`src/shared/evt24_pkg.sv`:
```
// Package: register map, field positions and state record of the cascaded event counter
package evt24_pkg;
    localparam int ADDR_W = 8;
    localparam int DATA_W = 32;
    localparam int PRE_W  = 12;

    // Register offsets (byte addresses)
    localparam logic [7:0] OFS_UPPER_MODE  = 8'h00;
    localparam logic [7:0] OFS_UPPER_PRESC = 8'h04;
    localparam logic [7:0] OFS_CAP_CTRL    = 8'h08;
    localparam logic [7:0] OFS_UPPER_OUT   = 8'h0C;
    localparam logic [7:0] OFS_UPPER_CMP_A = 8'h10;
    localparam logic [7:0] OFS_UPPER_CMP_B = 8'h14;
    localparam logic [7:0] OFS_UPPER_CNT   = 8'h18;
    localparam logic [7:0] OFS_LOWER_CLK   = 8'h1C;
    localparam logic [7:0] OFS_LOWER_CMP   = 8'h20;
    localparam logic [7:0] OFS_LOWER_CTRL  = 8'h24;
    localparam logic [7:0] OFS_LOWER_CNT   = 8'h28;
    localparam logic [7:0] OFS_GATE_MODE   = 8'h2C;
    localparam logic [7:0] OFS_GATE_PERIOD = 8'h30;
    localparam logic [7:0] OFS_GATE_DUTY   = 8'h34;
    localparam logic [7:0] OFS_SWITCH      = 8'h38;
    localparam logic [7:0] OFS_FLAGS       = 8'h3C;

    // Field positions and codes
    localparam int         UMODE_LSB      = 2;
    localparam logic [1:0] UMODE_STOP     = 2'b00;
    localparam logic [1:0] UMODE_CLR_A    = 2'b11;
    localparam logic [2:0] PRESC_CASCADE  = 3'b111;
    localparam logic [7:0] EDGE_FALL      = 8'h00;
    localparam logic [7:0] EDGE_RISE      = 8'h01;
    localparam int         LOWER_RUN_BIT  = 7;
    localparam int         GATE_RUN_BIT   = 7;
    localparam int         GATE_CKS_LSB   = 4;
    localparam int         GATE_MD_LSB    = 2;
    localparam logic [1:0] GATE_MD_PWM    = 2'b10;
    localparam int         GATE_IDLE_BIT  = 1;
    localparam int         GATE_OE_BIT    = 0;
    localparam int         GATE_SW_BIT    = 2;
    localparam int         FLG_LOWER      = 0;
    localparam int         FLG_UPPER      = 1;
    localparam int         FLG_CMPB       = 2;
    localparam int         FLG_GATE       = 3;

    localparam logic [1:0]  RESP_OKAY   = 2'b00;
    localparam logic [1:0]  RESP_SLVERR = 2'b10;
    localparam logic [7:0]  RST_BYTE    = 8'h00;
    localparam logic [15:0] RST_HALF    = 16'h0000;
    localparam logic [15:0] UPPER_CLEAR = 16'h0000;
    localparam logic [7:0]  LOWER_CLEAR = 8'h00;

    typedef struct packed {
        logic              aw_held;
        logic [ADDR_W-1:0] awaddr;
        logic              w_held;
        logic [DATA_W-1:0] wdata;
        logic [3:0]        wstrb;
        logic              bvalid;
        logic [1:0]        bresp;
        logic              rvalid;
        logic [DATA_W-1:0] rdata;
        logic [1:0]        rresp;
        logic [7:0]        upper_mode;
        logic [7:0]        upper_presc;
        logic [7:0]        cap_ctrl;
        logic [7:0]        upper_out;
        logic [15:0]       cmp_a;
        logic [15:0]       cmp_b;
        logic [15:0]       upper_cnt;
        logic              first_skip;
        logic [7:0]        lower_clk;
        logic [7:0]        lower_cmp;
        logic [7:0]        lower_ctrl;
        logic [7:0]        lower_cnt;
        logic [7:0]        gate_mode;
        logic [7:0]        gate_period;
        logic [7:0]        gate_duty;
        logic [7:0]        gate_cnt;
        logic              gate_out;
        logic [7:0]        switch_reg;
        logic [3:0]        flags;
        logic [PRE_W-1:0]  pre;
        logic [2:0]        pin_s;
        logic              pin_lvl;
        logic              gate_seen;
        logic              cascade;
        logic [3:0]        irq;
    } state_t;
endpackage

```
`src/rtl/cascade_event_counter.sv`:
```
// Cascaded 24-bit external event counter with gate timer and AXI4-Lite registers
//
// The placing of the registers and the AXI4-Lite register port were chosen for this implementation.
`timescale 1ns/1ps

module cascade_event_counter
    import evt24_pkg::*;
(
    input  wire logic              SYS_CLK,
    input  wire logic              RESET,
    input  wire logic              EVENT_INPUT_PIN,
    input  wire logic [ADDR_W-1:0] AWADDR,
    input  wire logic              AWVALID,
    output logic                   AWREADY,
    input  wire logic [DATA_W-1:0] WDATA,
    input  wire logic [3:0]        WSTRB,
    input  wire logic              WVALID,
    output logic                   WREADY,
    output logic [1:0]             BRESP,
    output logic                   BVALID,
    input  wire logic              BREADY,
    input  wire logic [ADDR_W-1:0] ARADDR,
    input  wire logic              ARVALID,
    output logic                   ARREADY,
    output logic [DATA_W-1:0]      RDATA,
    output logic [1:0]             RRESP,
    output logic                   RVALID,
    input  wire logic              RREADY,
    output logic                   UPPER_MATCH_IRQ,
    output logic                   COMPARE_B_IRQ,
    output logic                   LOWER_MATCH_IRQ,
    output logic                   GATE_TIMER_IRQ,
    output logic                   GATE_OUTPUT
);

    state_t           s_r;
    state_t           s_nxt;
    logic [PRE_W-1:0] pre_inc;
    logic             pin_rise;
    logic             pin_fall;
    logic             gate_level;
    logic             lower_tick;
    logic             upper_tick;
    logic             gate_tick;
    logic [32:0]      wr_look;
    logic [31:0]      wv;
    logic [32:0]      rd_look;

    // Prescaler tap tick: one pulse each time the chosen bit falls
    function automatic logic tap_tick(input logic [PRE_W-1:0] cur,
                                      input logic [PRE_W-1:0] inc,
                                      input logic [3:0]       idx);
        logic [3:0] i;
        i = (idx < 4'(PRE_W)) ? idx : 4'(PRE_W - 1);
        return cur[i] & ~inc[i];
    endfunction

    // Register read decode: bit 32 flags a mapped address
    function automatic logic [32:0] reg_word(input state_t st,
                                             input logic [ADDR_W-1:0] a);
        logic [32:0] r;
        r = 33'h0_0000_0000;
        case (a)
            OFS_UPPER_MODE:  r = {1'b1, 24'h00_0000, st.upper_mode};
            OFS_UPPER_PRESC: r = {1'b1, 24'h00_0000, st.upper_presc};
            OFS_CAP_CTRL:    r = {1'b1, 24'h00_0000, st.cap_ctrl};
            OFS_UPPER_OUT:   r = {1'b1, 24'h00_0000, st.upper_out};
            OFS_UPPER_CMP_A: r = {1'b1, 16'h0000, st.cmp_a};
            OFS_UPPER_CMP_B: r = {1'b1, 16'h0000, st.cmp_b};
            OFS_UPPER_CNT:   r = {1'b1, 16'h0000, st.upper_cnt};
            OFS_LOWER_CLK:   r = {1'b1, 24'h00_0000, st.lower_clk};
            OFS_LOWER_CMP:   r = {1'b1, 24'h00_0000, st.lower_cmp};
            OFS_LOWER_CTRL:  r = {1'b1, 24'h00_0000, st.lower_ctrl};
            OFS_LOWER_CNT:   r = {1'b1, 24'h00_0000, st.lower_cnt};
            OFS_GATE_MODE:   r = {1'b1, 24'h00_0000, st.gate_mode};
            OFS_GATE_PERIOD: r = {1'b1, 24'h00_0000, st.gate_period};
            OFS_GATE_DUTY:   r = {1'b1, 24'h00_0000, st.gate_duty};
            OFS_SWITCH:      r = {1'b1, 24'h00_0000, st.switch_reg};
            OFS_FLAGS:       r = {1'b1, 28'h000_0000, st.flags};
            default:         r = 33'h0_0000_0000;
        endcase
        return r;
    endfunction

    // Byte-lane merge of write data onto the current word
    function automatic logic [31:0] lane_merge(input logic [31:0] old,
                                               input logic [31:0] dat,
                                               input logic [3:0]  strb);
        logic [31:0] r;
        r = old;
        for (int b = 0; b < 4; b++) begin
            if (strb[b]) begin
                r[b*8 +: 8] = dat[b*8 +: 8];
            end
        end
        return r;
    endfunction

    assign AWREADY         = ~s_r.aw_held & ~s_r.bvalid;
    assign WREADY          = ~s_r.w_held & ~s_r.bvalid;
    assign ARREADY         = ~s_r.rvalid;
    assign BVALID          = s_r.bvalid;
    assign BRESP           = s_r.bresp;
    assign RVALID          = s_r.rvalid;
    assign RDATA           = s_r.rdata;
    assign RRESP           = s_r.rresp;
    assign LOWER_MATCH_IRQ = s_r.irq[FLG_LOWER];
    assign UPPER_MATCH_IRQ = s_r.irq[FLG_UPPER];
    assign COMPARE_B_IRQ   = s_r.irq[FLG_CMPB];
    assign GATE_TIMER_IRQ  = s_r.irq[FLG_GATE];
    assign GATE_OUTPUT     = s_r.gate_out;

    always_comb begin
        s_nxt   = s_r;
        pre_inc = s_r.pre + 1'b1;
        s_nxt.pre = pre_inc;
        s_nxt.irq = 4'h0;
        s_nxt.cascade = 1'b0;

        // Pin synchroniser; a level counts once stages two and three agree
        s_nxt.pin_s = {s_r.pin_s[1:0], EVENT_INPUT_PIN};
        if (s_r.pin_s[1] == s_r.pin_s[2]) begin
            s_nxt.pin_lvl = s_r.pin_s[2];
        end
        pin_rise = s_nxt.pin_lvl & ~s_r.pin_lvl;
        pin_fall = ~s_nxt.pin_lvl & s_r.pin_lvl;

        // Gate level seen by the pin, resampled on every pin edge
        gate_level = s_r.gate_mode[GATE_OE_BIT] ? s_r.gate_out
                                                : s_r.gate_mode[GATE_IDLE_BIT];
        if (pin_rise | pin_fall) begin
            s_nxt.gate_seen = gate_level;
        end

        // Lower counter clock: pin edge or internal tap
        case (s_r.lower_clk)
            EDGE_FALL: lower_tick = pin_fall;
            EDGE_RISE: lower_tick = pin_rise;
            default:   lower_tick = tap_tick(s_r.pre, pre_inc, s_r.lower_clk[3:0]);
        endcase
        if (s_r.switch_reg[GATE_SW_BIT] && !s_r.gate_seen) begin
            lower_tick = 1'b0;
        end

        // Lower counter
        if (!s_r.lower_ctrl[LOWER_RUN_BIT]) begin
            s_nxt.lower_cnt = LOWER_CLEAR;
        end else if (lower_tick) begin
            if (s_r.lower_cnt == s_r.lower_cmp) begin
                s_nxt.lower_cnt = LOWER_CLEAR;
                s_nxt.cascade   = 1'b1;
                s_nxt.irq[FLG_LOWER] = 1'b1;
            end else begin
                s_nxt.lower_cnt = s_r.lower_cnt + 1'b1;
            end
        end

        // Upper counter clock select
        if (s_r.upper_presc[2:0] == PRESC_CASCADE) begin
            upper_tick = s_r.cascade;
        end else begin
            upper_tick = tap_tick(s_r.pre, pre_inc, {1'b0, s_r.upper_presc[2:0]});
        end

        // Upper counter
        if (s_r.upper_mode[UMODE_LSB +: 2] == UMODE_STOP) begin
            s_nxt.upper_cnt  = UPPER_CLEAR;
            s_nxt.first_skip = 1'b1;
        end else if (upper_tick) begin
            if (s_r.first_skip) begin
                s_nxt.first_skip = 1'b0;
            end else begin
                if (s_r.upper_mode[UMODE_LSB +: 2] == UMODE_CLR_A
                        && s_r.upper_cnt == s_r.cmp_a) begin
                    s_nxt.upper_cnt = UPPER_CLEAR;
                    s_nxt.irq[FLG_UPPER] = 1'b1;
                end else begin
                    s_nxt.upper_cnt = s_r.upper_cnt + 1'b1;
                end
                if (s_nxt.upper_cnt == s_r.cmp_b) begin
                    s_nxt.irq[FLG_CMPB] = 1'b1;
                end
            end
        end

        // Gate timer in PWM form
        gate_tick = tap_tick(s_r.pre, pre_inc,
                             {1'b0, s_r.gate_mode[GATE_CKS_LSB +: 3]});
        if (!s_r.gate_mode[GATE_RUN_BIT]) begin
            s_nxt.gate_cnt = RST_BYTE;
            s_nxt.gate_out = s_r.gate_mode[GATE_IDLE_BIT];
        end else if (gate_tick) begin
            if (s_r.gate_cnt == s_r.gate_period) begin
                s_nxt.gate_cnt = RST_BYTE;
                s_nxt.irq[FLG_GATE] = 1'b1;
                if (s_r.gate_mode[GATE_MD_LSB +: 2] == GATE_MD_PWM) begin
                    s_nxt.gate_out = ~s_r.gate_mode[GATE_IDLE_BIT];
                end
            end else begin
                s_nxt.gate_cnt = s_r.gate_cnt + 1'b1;
                if (s_r.gate_cnt == s_r.gate_duty) begin
                    s_nxt.gate_out = s_r.gate_mode[GATE_IDLE_BIT];
                end
            end
        end

        // AXI4-Lite write channels
        if (AWVALID && AWREADY) begin
            s_nxt.aw_held = 1'b1;
            s_nxt.awaddr  = AWADDR;
        end
        if (WVALID && WREADY) begin
            s_nxt.w_held = 1'b1;
            s_nxt.wdata  = WDATA;
            s_nxt.wstrb  = WSTRB;
        end
        if (s_r.bvalid && BREADY) begin
            s_nxt.bvalid = 1'b0;
        end
        wr_look = reg_word(s_r, s_r.awaddr);
        wv      = lane_merge(wr_look[31:0], s_r.wdata, s_r.wstrb);
        if (s_r.aw_held && s_r.w_held && !s_r.bvalid) begin
            s_nxt.aw_held = 1'b0;
            s_nxt.w_held  = 1'b0;
            s_nxt.bvalid  = 1'b1;
            s_nxt.bresp   = wr_look[32] ? RESP_OKAY : RESP_SLVERR;
            case (s_r.awaddr)
                OFS_UPPER_MODE:  s_nxt.upper_mode  = wv[7:0];
                OFS_UPPER_PRESC: s_nxt.upper_presc = wv[7:0];
                OFS_CAP_CTRL:    s_nxt.cap_ctrl    = wv[7:0];
                OFS_UPPER_OUT:   s_nxt.upper_out   = wv[7:0];
                OFS_UPPER_CMP_A: s_nxt.cmp_a       = wv[15:0];
                OFS_UPPER_CMP_B: s_nxt.cmp_b       = wv[15:0];
                OFS_LOWER_CLK:   s_nxt.lower_clk   = wv[7:0];
                OFS_LOWER_CMP:   s_nxt.lower_cmp   = wv[7:0];
                OFS_LOWER_CTRL:  s_nxt.lower_ctrl  = wv[7:0];
                OFS_GATE_MODE:   s_nxt.gate_mode   = wv[7:0];
                OFS_GATE_PERIOD: s_nxt.gate_period = wv[7:0];
                OFS_GATE_DUTY:   s_nxt.gate_duty   = wv[7:0];
                OFS_SWITCH:      s_nxt.switch_reg  = wv[7:0];
                OFS_FLAGS:       s_nxt.flags = s_r.flags & ~(s_r.wdata[3:0]
                                               & {4{s_r.wstrb[0]}});
                default:         s_nxt.bresp = RESP_SLVERR;
            endcase
        end

        // Sticky flags; a new event wins over a clear in the same cycle
        s_nxt.flags = s_nxt.flags | s_nxt.irq;

        // AXI4-Lite read channels
        rd_look = reg_word(s_r, ARADDR);
        if (s_r.rvalid && RREADY) begin
            s_nxt.rvalid = 1'b0;
        end
        if (ARVALID && ARREADY) begin
            s_nxt.rvalid = 1'b1;
            s_nxt.rdata  = rd_look[31:0];
            s_nxt.rresp  = rd_look[32] ? RESP_OKAY : RESP_SLVERR;
        end
    end

    always_ff @(posedge SYS_CLK or posedge RESET) begin
        if (RESET) begin
            s_r <= '0;
        end else begin
            s_r <= s_nxt;
        end
    end

endmodule // cascade_event_counter

```
`config.mk`:
```
export PLATFORM = sky130hd
export DESIGN_NAME = cascade_event_counter
export DESIGN_NICKNAME = d
export VERILOG_FILES = /design/src/shared/evt24_pkg.sv /design/src/rtl/cascade_event_counter.sv
export SDC_FILE = /design/constraint.sdc
export NUM_CORES = 1
export LEC_CHECK = 0
export BUFFER_PORTS_ARGS = -buffer_cell sky130_fd_sc_hd__buf_2
export CELL_PAD_IN_SITES_DETAIL_PLACEMENT = 0
export CELL_PAD_IN_SITES_GLOBAL_PLACEMENT = 1
export CORE_MARGIN = 4
export CORE_UTILIZATION = 35
export CTS_BUF_LIST = sky130_fd_sc_hd__clkbuf_16
export CTS_CLUSTER_DIAMETER = 120
export DETAILED_ROUTE_END_ITERATION = 10
export PLACE_DENSITY = 0.67
export SLEW_MARGIN = 20
export SYNTH_ARGS = -nofsm -noshare
export SYNTH_HDL_FRONTEND = slang
export SYNTH_SLANG_ARGS = --single-unit
```
`constraint.sdc`:
```
create_clock -name SYS_CLK -period 12.55 [get_ports SYS_CLK]
set_input_delay 2.51 -clock SYS_CLK [delete_from_list [all_inputs] [get_ports SYS_CLK]]
set_output_delay 2.51 -clock SYS_CLK [all_outputs]
set_load 0.1 [all_outputs]
```
==> metrics.txt, run 1 <==
crit-path cells buf_2 > or4b_2 > nor2_1 > a222oi_1 > a31oi_1 > a21o_1; combinational family with the most area after synthesis compound AO/OA/AOI/OAI gates; Hold Crit Endpoint s_nxt[9]$_DFF_PP0_; H-Tree Level Count 1; Post-Synth XOR/XNOR Area 4.26%; PortBufs 69; max frequency approximately 220 MHz; CTS tree yes; Crit Path Class input pin to register; flops & latches, synth roughly 230; worst path bufs/invs 1; Slew headroom 16.9%; Max VDD drop between 0.08 and 0.09 mV; Max Cap Viol 0; drt drc 0; first-pass GRT wire length roughly 71000 um; gr usage total between 20 and 25%; full die area about 42000 um^2; num rows between 70 and 80; Core Region 37900 um^2; Syn-to-layout area delta 9.64%; antenna violations before repair 1; Synth Instances 1365; GP Congestion 0.958; Die Wd 205 um; post-route minimum period between 4 and 5 ns; Compound-Gate Fraction of Synth Area about 18%; worst min-delay path class register to register; via count 11400; R2R cell count 7; largest net degree at the start of global routing 89; Pleak roughly 6.5 nW; CP endpoint kind register; most frequent cells in the layout 227 x dfrtp_1, 132 x mux2_2, 102 x nand2_1; DRT antenna net count 0; Worst Hold Margin roughly 0.35 ns; CP delay by family, top simple AND/OR/NAND/NOR gates; RSZ-0062 raised after global routing no; fill count 3782; ranking of synthesized cells by area dfrtp_1 42%, mux2_2 11%, a22oi_1 4.8%, nand2_1 2.8%, buf_4 2.7%; mean number of vias per cell approximately 6; Slew Limit Fails 0; Max stage delay cell, worst path nor2_1; Worst Tran Pin Value roughly 1.2 ns; DR WL/cell roughly 25 um; DRT Pass-1 Iters 9; Final nets 1429; worst r2r src s_r[259]$_DFFE_PP0P_; Post-Synth Simple-Gate Area 16.4%; Post-Synth Adder-Cell Area less than 1%; max incr delay on CP roughly 0.94 ns; final setup fails 0; TritonCTS buffer count 27; Ys Warns 0; Routed WL approximately 47000 um; pwr dens approximately 170 nW/um^2; initial core utilization 35.7%; io pins roughly 110; status complete, no violations; setup slack, reg-to-reg about 8.9 ns; clock buffer depth 3; final worst-path cycle share a little under two fifths; Fin. Hold Viols 0; Worst Path Required between 10 and 15 ns; DPL Wire Length between 30000 and 40000 um; grt total ovfl 0; Netlist cell types between 80 and 90; clock slew at reported path FFs roughly 0.06 ns; Arr. time, crit path between 5 and 6 ns; Clk Latency, worst-skew pair ~0.56 ns; Worst Skew around 0.032 ns; Post-CTS Hold Fix Bufs 0; cell type with the largest total area after synthesis dfrtp_1; diode count 0; Synth Flop Type dfrtp_1; share of cells above drive strength 1 a little over a fifth; Hold Crit Depth 0; CP startpoint kind input pin; Syn Area/Cell around 9.9 um^2; min-delay src s_nxt[8]$_DFF_PP0_; vias in the first global route 11000; Root Driver clkbuf_16; area share of the largest cell type after synthesis a little over two fifths; Setup TNS 0 ns; Netlist Area Pre-Place about 14000 um^2; mux cell area share after synthesis roughly 13%; Seq. cell area roughly 5700 um^2; setup repair bufs after CTS 0; crit path max fanout 8; ys async rst share 100%; area of the multi-input gates 7100 um^2; commonest non-fill, non-tap cell in the layout dfrtp_1; Die Ht 205 um; RR Endpoint s_r[157]$_DFFE_PP0P_; Iter 0 DRT Violations around 1300; Seq/Total Area, Yosys 42.0%; Clock Sinks 227; CTS resizes 0; Post-synth EDFFs 0
## kinds of logic after synthesis
kind of cell / count (synthesis)
buffers and inverters: 162
DFF: 227
AOI/OAI and AO/OA: 339
xor gates and xnor gates: 65
muxes: 151
and+or+nand+nor: 414
adders and majority gates: 6
other: 1
## worst register-to-register path, cell delays in order (launching register included)
cell     delay [ns]
dfrtp_1        0.71
or4b_4         0.59
nor2_2         0.80
a22oi_1        0.24
nand3_1        0.19
nor4_1         0.09
a21oi_2        0.68
mux2_2         0.30
## state kept, by name, summed over array words and instances, names as in the netlist
| signal | cells |
|---|---|
| BRESP | 1 |
| BVALID | 1 |
| COMPARE_B_IRQ | 1 |
| GATE_OUTPUT | 1 |
| GATE_TIMER_IRQ | 1 |
| LOWER_MATCH_IRQ | 1 |
| RDATA | 16 |
| RRESP | 1 |
| RVALID | 1 |
| UPPER_MATCH_IRQ | 1 |
| s_nxt | 2 |
| s_r | 200 |
## layer usage
layer	part of all wire (%)	track usage (%)	vias to the layer above	wire length, um
met3	8.3	5.30	118	3950
met1	44	31.5	5681	21100
met2	43	33.0	508	20500
met5	0.027	0	-	13
met4	4.1	7.75	2	1930
li1	-	-	5048	-
## worst max path at each step
stage	from	endpoint	cells past startpoint
3_3_place_gp	ARADDR[2]	RDATA[3]$_DFFE_PP0P_	7
5_1_grt	ARADDR[2]	RDATA[4]$_DFFE_PP0P_	6
2_1_floorplan	RESET	BRESP[1]$_DFFE_PP0P_	1
6_report	ARADDR[2]	RDATA[4]$_DFFE_PP0P_	6
4_1_cts	ARADDR[2]	RDATA[4]$_DFFE_PP0P_	6
3_5_place_dp	ARADDR[2]	RDATA[4]$_DFFE_PP0P_	6
## cell usage after synthesis (8+ instances only)
library cell    n
dfrtp_1       227
mux2_2        132
nand2_1       102
a22oi_1        87
nor2_1         83
o21ai_0        71
nand3_1        51
buf_4          49
clkbuf_1       49
a21oi_1        43
xnor2_1        36
inv_1          30
buf_2          29
xor2_1         28
a222oi_1       27
nor3_1         24
nor4_1         19
and3_1         18
nand4_1        18
mux2i_1        16
nand3b_1       16
a22o_1         11
nand2b_1       11
o22ai_1        10
nor2b_1         9
a31oi_1         8
o31ai_1         8
## power breakdown
| group | leakage (nW) | internal (mW) | switching [mW] |
|---|---|---|---|
| clock network | 0.442 | 0.432 | 0.323 |
| registers | 3.07 | 0.850 | 0.209 |
| logic | 2.94 | 0.257 | 0.512 |
## per-stage QoR
step	cells	power [mW]	setup WS [ns]	instance area (um^2)	util, %
after floorplan	1382	1.57	3.82	13600	-
after global placement	1845	1.81	7.55	14000	36.9
after detailed placement	1845	1.83	7.56	14000	36.9
after CTS	1895	2.59	8.16	14800	39.1
after global routing	1895	2.71	7.99	14800	39.1
final	1895	2.58	7.91	14800	39.1
## cell type report
type	count	area share, %
multi-input cells	993	47.9
inverters	31	0.835
well taps	511	4.31
flip-flops and latches	227	38.3
clock buffers	27	4.56
repair buffers	83	3.04
clock inverters	23	1.11
No activity file was read; power rests on OpenSTA's default activity.
==> run 2: changes to the inputs <==
==> constraint.sdc (replaced) <==
create_clock -name SYS_CLK -period 4.6 [get_ports SYS_CLK]
set_input_delay 0.92 -clock SYS_CLK [delete_from_list [all_inputs] [get_ports SYS_CLK]]
set_output_delay 0.92 -clock SYS_CLK [all_outputs]
set_load 0.1 [all_outputs]
==> metrics.txt, run 2 (synthesized netlist as in run 1, its figures left out) <==
Slew Limit Fails 0 (unchanged); grt met2 use 32.7% (-0.24 points); Die Wd 205 um (unchanged); H-Tree Level Count 1 (unchanged); Clk Latency, worst-skew pair 0.57 ns (about the same); RSZ-0062 raised after global routing no; met1 Usage GRT 31.5% (about the same); gr usage total 22.0% (-0.16 points); largest net degree at the start of global routing 105 (+18%); final worst-path cycle share between 70% and 80%; max frequency between 200 and 300 MHz; dpl cells 1858 (+0.70%); CP startpoint kind register; worst min-delay path class register to register; crit-path cells or4b_1 > nor2_1 > a222oi_1 > o211ai_1 > a2111oi_1 > a21oi_2 > mux2_2; max incr delay on CP 0.82 ns (-0.12 ns); status complete, no violations; Non-Filler Instances 1905 (+0.53%); Reg with most FFs s_r; CTS tree yes; PortBufs 69 (unchanged); initial core utilization 35.7% (unchanged); clock buffer depth 3 (unchanged); mean number of vias per cell 6.00 (+0.15%); most frequent cells in the layout 227 x dfrtp_1, 132 x mux2_2, 102 x nand2_1; pwr dens 473 nW/um^2 (+170%); Core Region 37900 um^2 (unchanged); Worst Tran Pin Value 1.06 ns (-0.166 ns); num rows 71 (unchanged); DPL Wire Length 33700 um (+0.51%); post-route minimum period 3.51 ns; TritonCTS buffer count 27 (unchanged); grt total ovfl 0 (unchanged); Arr. time, crit path 4.00 ns (-1.14 ns); Clock Sinks 227 (unchanged); Iter 0 DRT Violations 1333 (-0.15%); Slew headroom 28.8% (+12 points); diode count 0 (unchanged); Root Driver clkbuf_16; DR WL/cell 24.8 um (-0.90%); final setup fails 0 (unchanged); max FFs per register 200 (unchanged); final core utilization 39.4% (+0.33 points); Syn-to-layout area delta 10.6%; DRT antenna net count 0 (unchanged); share of cells above drive strength 1 22.3% (+0.63 points); CP endpoint kind register; Worst Skew 0.0263 ns (-0.00574 ns); io pins 106 (unchanged); drt drc 0 (unchanged); met3 GRT Util 4.43% (-0.87 points); Max VDD drop 0.239 mV (+180%); via count 11400 (+0.68%); crit path max fanout 17 (+9); Final nets 1442 (+0.91%); vias in the first global route 11000 (+0.50%); Routed WL 47300 um (-0.37%); Max stage delay cell, worst path or4b_1; DRT Pass-1 Iters 9 (unchanged); full die area 41900 um^2 (unchanged); fill count 3744 (-1.0%); clock slew at reported path FFs 0.06 ns (about the same); busiest grt layer met2; Pleak 6.52 nW (+1.0%); CTS resizes 0 (unchanged); Post-CTS Hold Fix Bufs 0 (unchanged); Setup TNS 0 ns (unchanged); setup repair bufs after CTS 0 (unchanged); first-pass GRT wire length 70900 um (-0.79%); Worst Path Required 5.08 ns (-7.97 ns); commonest non-fill, non-tap cell in the layout dfrtp_1; Max Cap Viol 0 (unchanged); Die Ht 205 um (unchanged); GP Congestion 0.980 (+2.3%); Fin. Hold Viols 0 (unchanged); antenna violations before repair 1 (unchanged); Crit Path Class register to register
==> run 2: through the flow <==
| stage | instance area (um^2) | hold slack [ns] | power (mW) | worst slack [ns] |
|---|---|---|---|---|
| floorplan | 13600 | 0.331 | 4.28 | 0.714 |
| global placement | 14100 | 0.333 | 4.94 | 1.23 |
| detailed placement | 14100 | 0.335 | 4.97 | 1.24 |
| CTS | 15000 | 0.349 | 7.11 | 1.24 |
| global route | 15000 | 0.357 | 7.39 | 0.965 |
| finish | 15000 | 0.347 | 7.08 | 1.09 |
==> run 2: worst max-delay path: cells and delay by family, from the launching register on <==
family	cells	cell delay, ns
AND/OR/NAND/NOR	2	1.35
AO/OA/AOI/OAI	4	1.20
flip-flops	1	0.59
multiplexers	1	0.29
==> run 2: worst paths after layout <==
kind	startpoint	endpoint	slack [ns]	depth (start not counted)
min	s_nxt[8]$_DFF_PP0_	s_nxt[9]$_DFF_PP0_	0.35	0
max reg2reg	s_r[259]$_DFFE_PP0P_	s_r[93]$_DFFE_PP0P_	1.09	7
max	s_r[259]$_DFFE_PP0P_	s_r[93]$_DFFE_PP0P_	1.09	7
min reg2reg	s_nxt[8]$_DFF_PP0_	s_nxt[9]$_DFF_PP0_	0.35	0
max in group asynchronous	RESET	s_r[41]$_DFFE_PP0P_	3.04	3
min in group asynchronous	RESET	RRESP[1]$_DFFE_PP0P_	0.50	2
==> run 2: per-layer routing <==
layer  share of wire [%]  routed length [um]  up-vias
li1                    -                   -     5087
met1                  44               20900     5699
met2                  43               20300      529
met3                 8.5                4020      117
met4                 4.3                2040        2
met5               0.027                  13        -
==> run 2: cell type report <==
| cell class | count | area, um^2 | area share (%) |
|---|---|---|---|
| flip-flops and latches | 227 | 5680 | 38.0 |
| well taps | 511 | 639 | 4.27 |
| clock buffers | 27 | 676 | 4.52 |
| multi-input cells | 993 | 7090 | 47.4 |
| inverters | 31 | 120 | 0.803 |
| clock inverters | 20 | 181 | 1.21 |
| repair buffers | 96 | 573 | 3.83 |
==> run 2: report_power, final <==
part	internal [mW]	switching, mW	total (mW)
logic	0.714	1.39	2.10
clock network	1.23	0.885	2.12
registers	2.32	0.541	2.86
==> run 3: changes to the inputs <==
--- a/config.mk
+++ b/config.mk
@@ -13,7 +13,7 @@
 export CTS_BUF_LIST = sky130_fd_sc_hd__clkbuf_16
 export CTS_CLUSTER_DIAMETER = 120
 export DETAILED_ROUTE_END_ITERATION = 10
-export PLACE_DENSITY = 0.67
+export PLACE_DENSITY = 0.69
 export SLEW_MARGIN = 20
 export SYNTH_ARGS = -nofsm -noshare
 export SYNTH_HDL_FRONTEND = slang
==> constraint.sdc (replaced) <==
create_clock -name SYS_CLK -period 3.15 [get_ports SYS_CLK]
set_input_delay 0.63 -clock SYS_CLK [delete_from_list [all_inputs] [get_ports SYS_CLK]]
set_output_delay 0.63 -clock SYS_CLK [all_outputs]
set_load 0.1 [all_outputs]
==> metrics.txt, run 3 (synthesized netlist as in run 1, its figures left out) <==
full die area 41900 um^2 (unchanged); Root Driver clkbuf_16; mean number of vias per cell 5.89 (-1.8%); pwr dens 676 nW/um^2 (+43%); crit-path cells or4_1 > nor2_2 > a222oi_1 > nand3_1 > nor4_1 > a21oi_2 > mux2_2; io pins 106 (unchanged); met3 GRT Util 4.73% (+0.30 points); Core Region 37900 um^2 (unchanged); Worst Path Required 3.63 ns (-1.45 ns); clock buffer depth 3 (unchanged); worst min-delay path class input pin to asynchronous set/reset pin; setup slack, reg-to-reg 0.21 ns (-0.88 ns); diode count 0 (unchanged); max frequency 340 MHz (+20%); Routed WL 47700 um (+0.76%); DRT antenna net count 0 (unchanged); Crit Path Class register to register; Die Wd 205 um (unchanged); final core utilization 40.9% (+1.5 points); CTS resizes 0 (unchanged); Max Cap Viol 0 (unchanged); DPL Wire Length 35300 um (+4.8%); commonest non-fill, non-tap cell in the layout dfrtp_1; TritonCTS buffer count 27 (unchanged); final worst-path cycle share 93.3% (+17 points); Syn-to-layout area delta 14.7%; Final nets 1518 (+5.3%); via count 11700 (+2.1%); crit path max fanout 13 (-4); worst path bufs/invs 0 (unchanged); RSZ-0062 raised after global routing no; first-pass GRT wire length 72300 um (+2.0%); Slew Limit Fails 0 (unchanged); busiest grt layer met2; status complete, no violations; Arr. time, crit path 3.42 ns (-0.58 ns); DR WL/cell 24.0 um (-3.2%); CP delay by family, top simple AND/OR/NAND/NOR gates; Reg with most FFs s_r; Worst Skew 0.0228 ns (-0.00350 ns); H-Tree Level Count 1 (unchanged); Max stage delay cell, worst path or4_1; met1 Usage GRT 32.3% (+0.75 points); GP Congestion 1.03 (+5.6%); Power, Total 10.5 mW (+48%); post-route minimum period 2.94 ns (-0.575 ns); Iter 0 DRT Violations 1179 (-12%); PortBufs 69 (unchanged); max FFs per register 200 (unchanged); Worst Tran Pin Value 1.01 ns (-0.0503 ns); gr usage total 22.2% (+0.26 points); CP endpoint kind register; Worst Hold Margin 0.0916 ns (-0.255 ns); drt drc 0 (unchanged); Clock Sinks 227 (unchanged); initial core utilization 35.7% (unchanged); Post-CTS Hold Fix Bufs 0 (unchanged); clock slew at reported path FFs 0.06 ns (about the same); max incr delay on CP 0.74 ns (-0.08 ns); CTS tree yes; CP startpoint kind register; Fin. Hold Viols 0 (unchanged); antenna violations before repair 3 (+2); fill count 3792 (+1.3%); Pleak 6.92 nW (+6.1%); Die Ht 205 um (unchanged); share of cells above drive strength 1 26.3% (+4.0 points); DRT Pass-1 Iters 7 (-2); Clk Latency, worst-skew pair 0.56 ns (about the same); setup repair bufs after CTS 0 (unchanged); num rows 71 (unchanged); vias in the first global route 11400 (+3.0%); largest net degree at the start of global routing 89 (-15%); Max VDD drop 0.436 mV (+83%); final setup fails 0 (unchanged); grt total ovfl 0 (unchanged); Slew headroom 32.1% (+3.4 points); most frequent cells in the layout 227 x dfrtp_1, 132 x mux2_2, 102 x nand2_1; grt met2 use 33.3% (+0.58 points)
## run 3: final timing paths
check                                     start                   end  cells past startpoint
max reg2reg                s_r[256]$_DFFE_PP0P_  s_r[133]$_DFFE_PP0P_                      7
max                        s_r[256]$_DFFE_PP0P_  s_r[133]$_DFFE_PP0P_                      7
min in group SYS_CLK            EVENT_INPUT_PIN    s_nxt[8]$_DFF_PP0_                      1
min reg2reg                  s_nxt[8]$_DFF_PP0_    s_nxt[9]$_DFF_PP0_                      0
max in group asynchronous                 RESET  s_r[259]$_DFFE_PP0P_                      3
min                                       RESET   s_r[31]$_DFFE_PP0P_                      2
## run 3: area by class of cell
type / count / area [um^2] / area share (%)
inverters: 31 / 120 / 0.774
clock inverters: 21 / 155 / 1.00
multi-input cells: 993 / 7090 / 45.7
well taps: 511 / 639 / 4.12
clock buffers: 27 / 676 / 4.35
repair buffers: 172 / 1160 / 7.45
flip-flops and latches: 227 / 5680 / 36.6
## run 3: where the power goes
group / total [mW] / internal [mW] / switching, mW
clock network: 2.98 / 1.71 / 1.27
logic: 3.38 / 1.23 / 2.14
registers: 4.12 / 3.39 / 0.733
## run 3: routing by layer
metal  vias up  share of wire [%]
met5         -              0.063
met3        87                8.5
li1       5230                  -
met2       525                 44
met4         4                2.9
met1      5833                 44
## run 3: stage by stage
| step | area (um^2) | TNS [ns] | setup slack (ns) | cells |
|---|---|---|---|---|
| global route | 15500 | 0 | 0.0510 | 1982 |
| global placement | 14700 | 0 | 0.289 | 1934 |
| floorplan | 13600 | -101.24 | -0.446 | 1382 |
| finish | 15500 | 0 | 0.212 | 1982 |
| detailed placement | 14700 | 0 | 0.267 | 1934 |
| CTS | 15500 | 0 | 0.243 | 1982 |
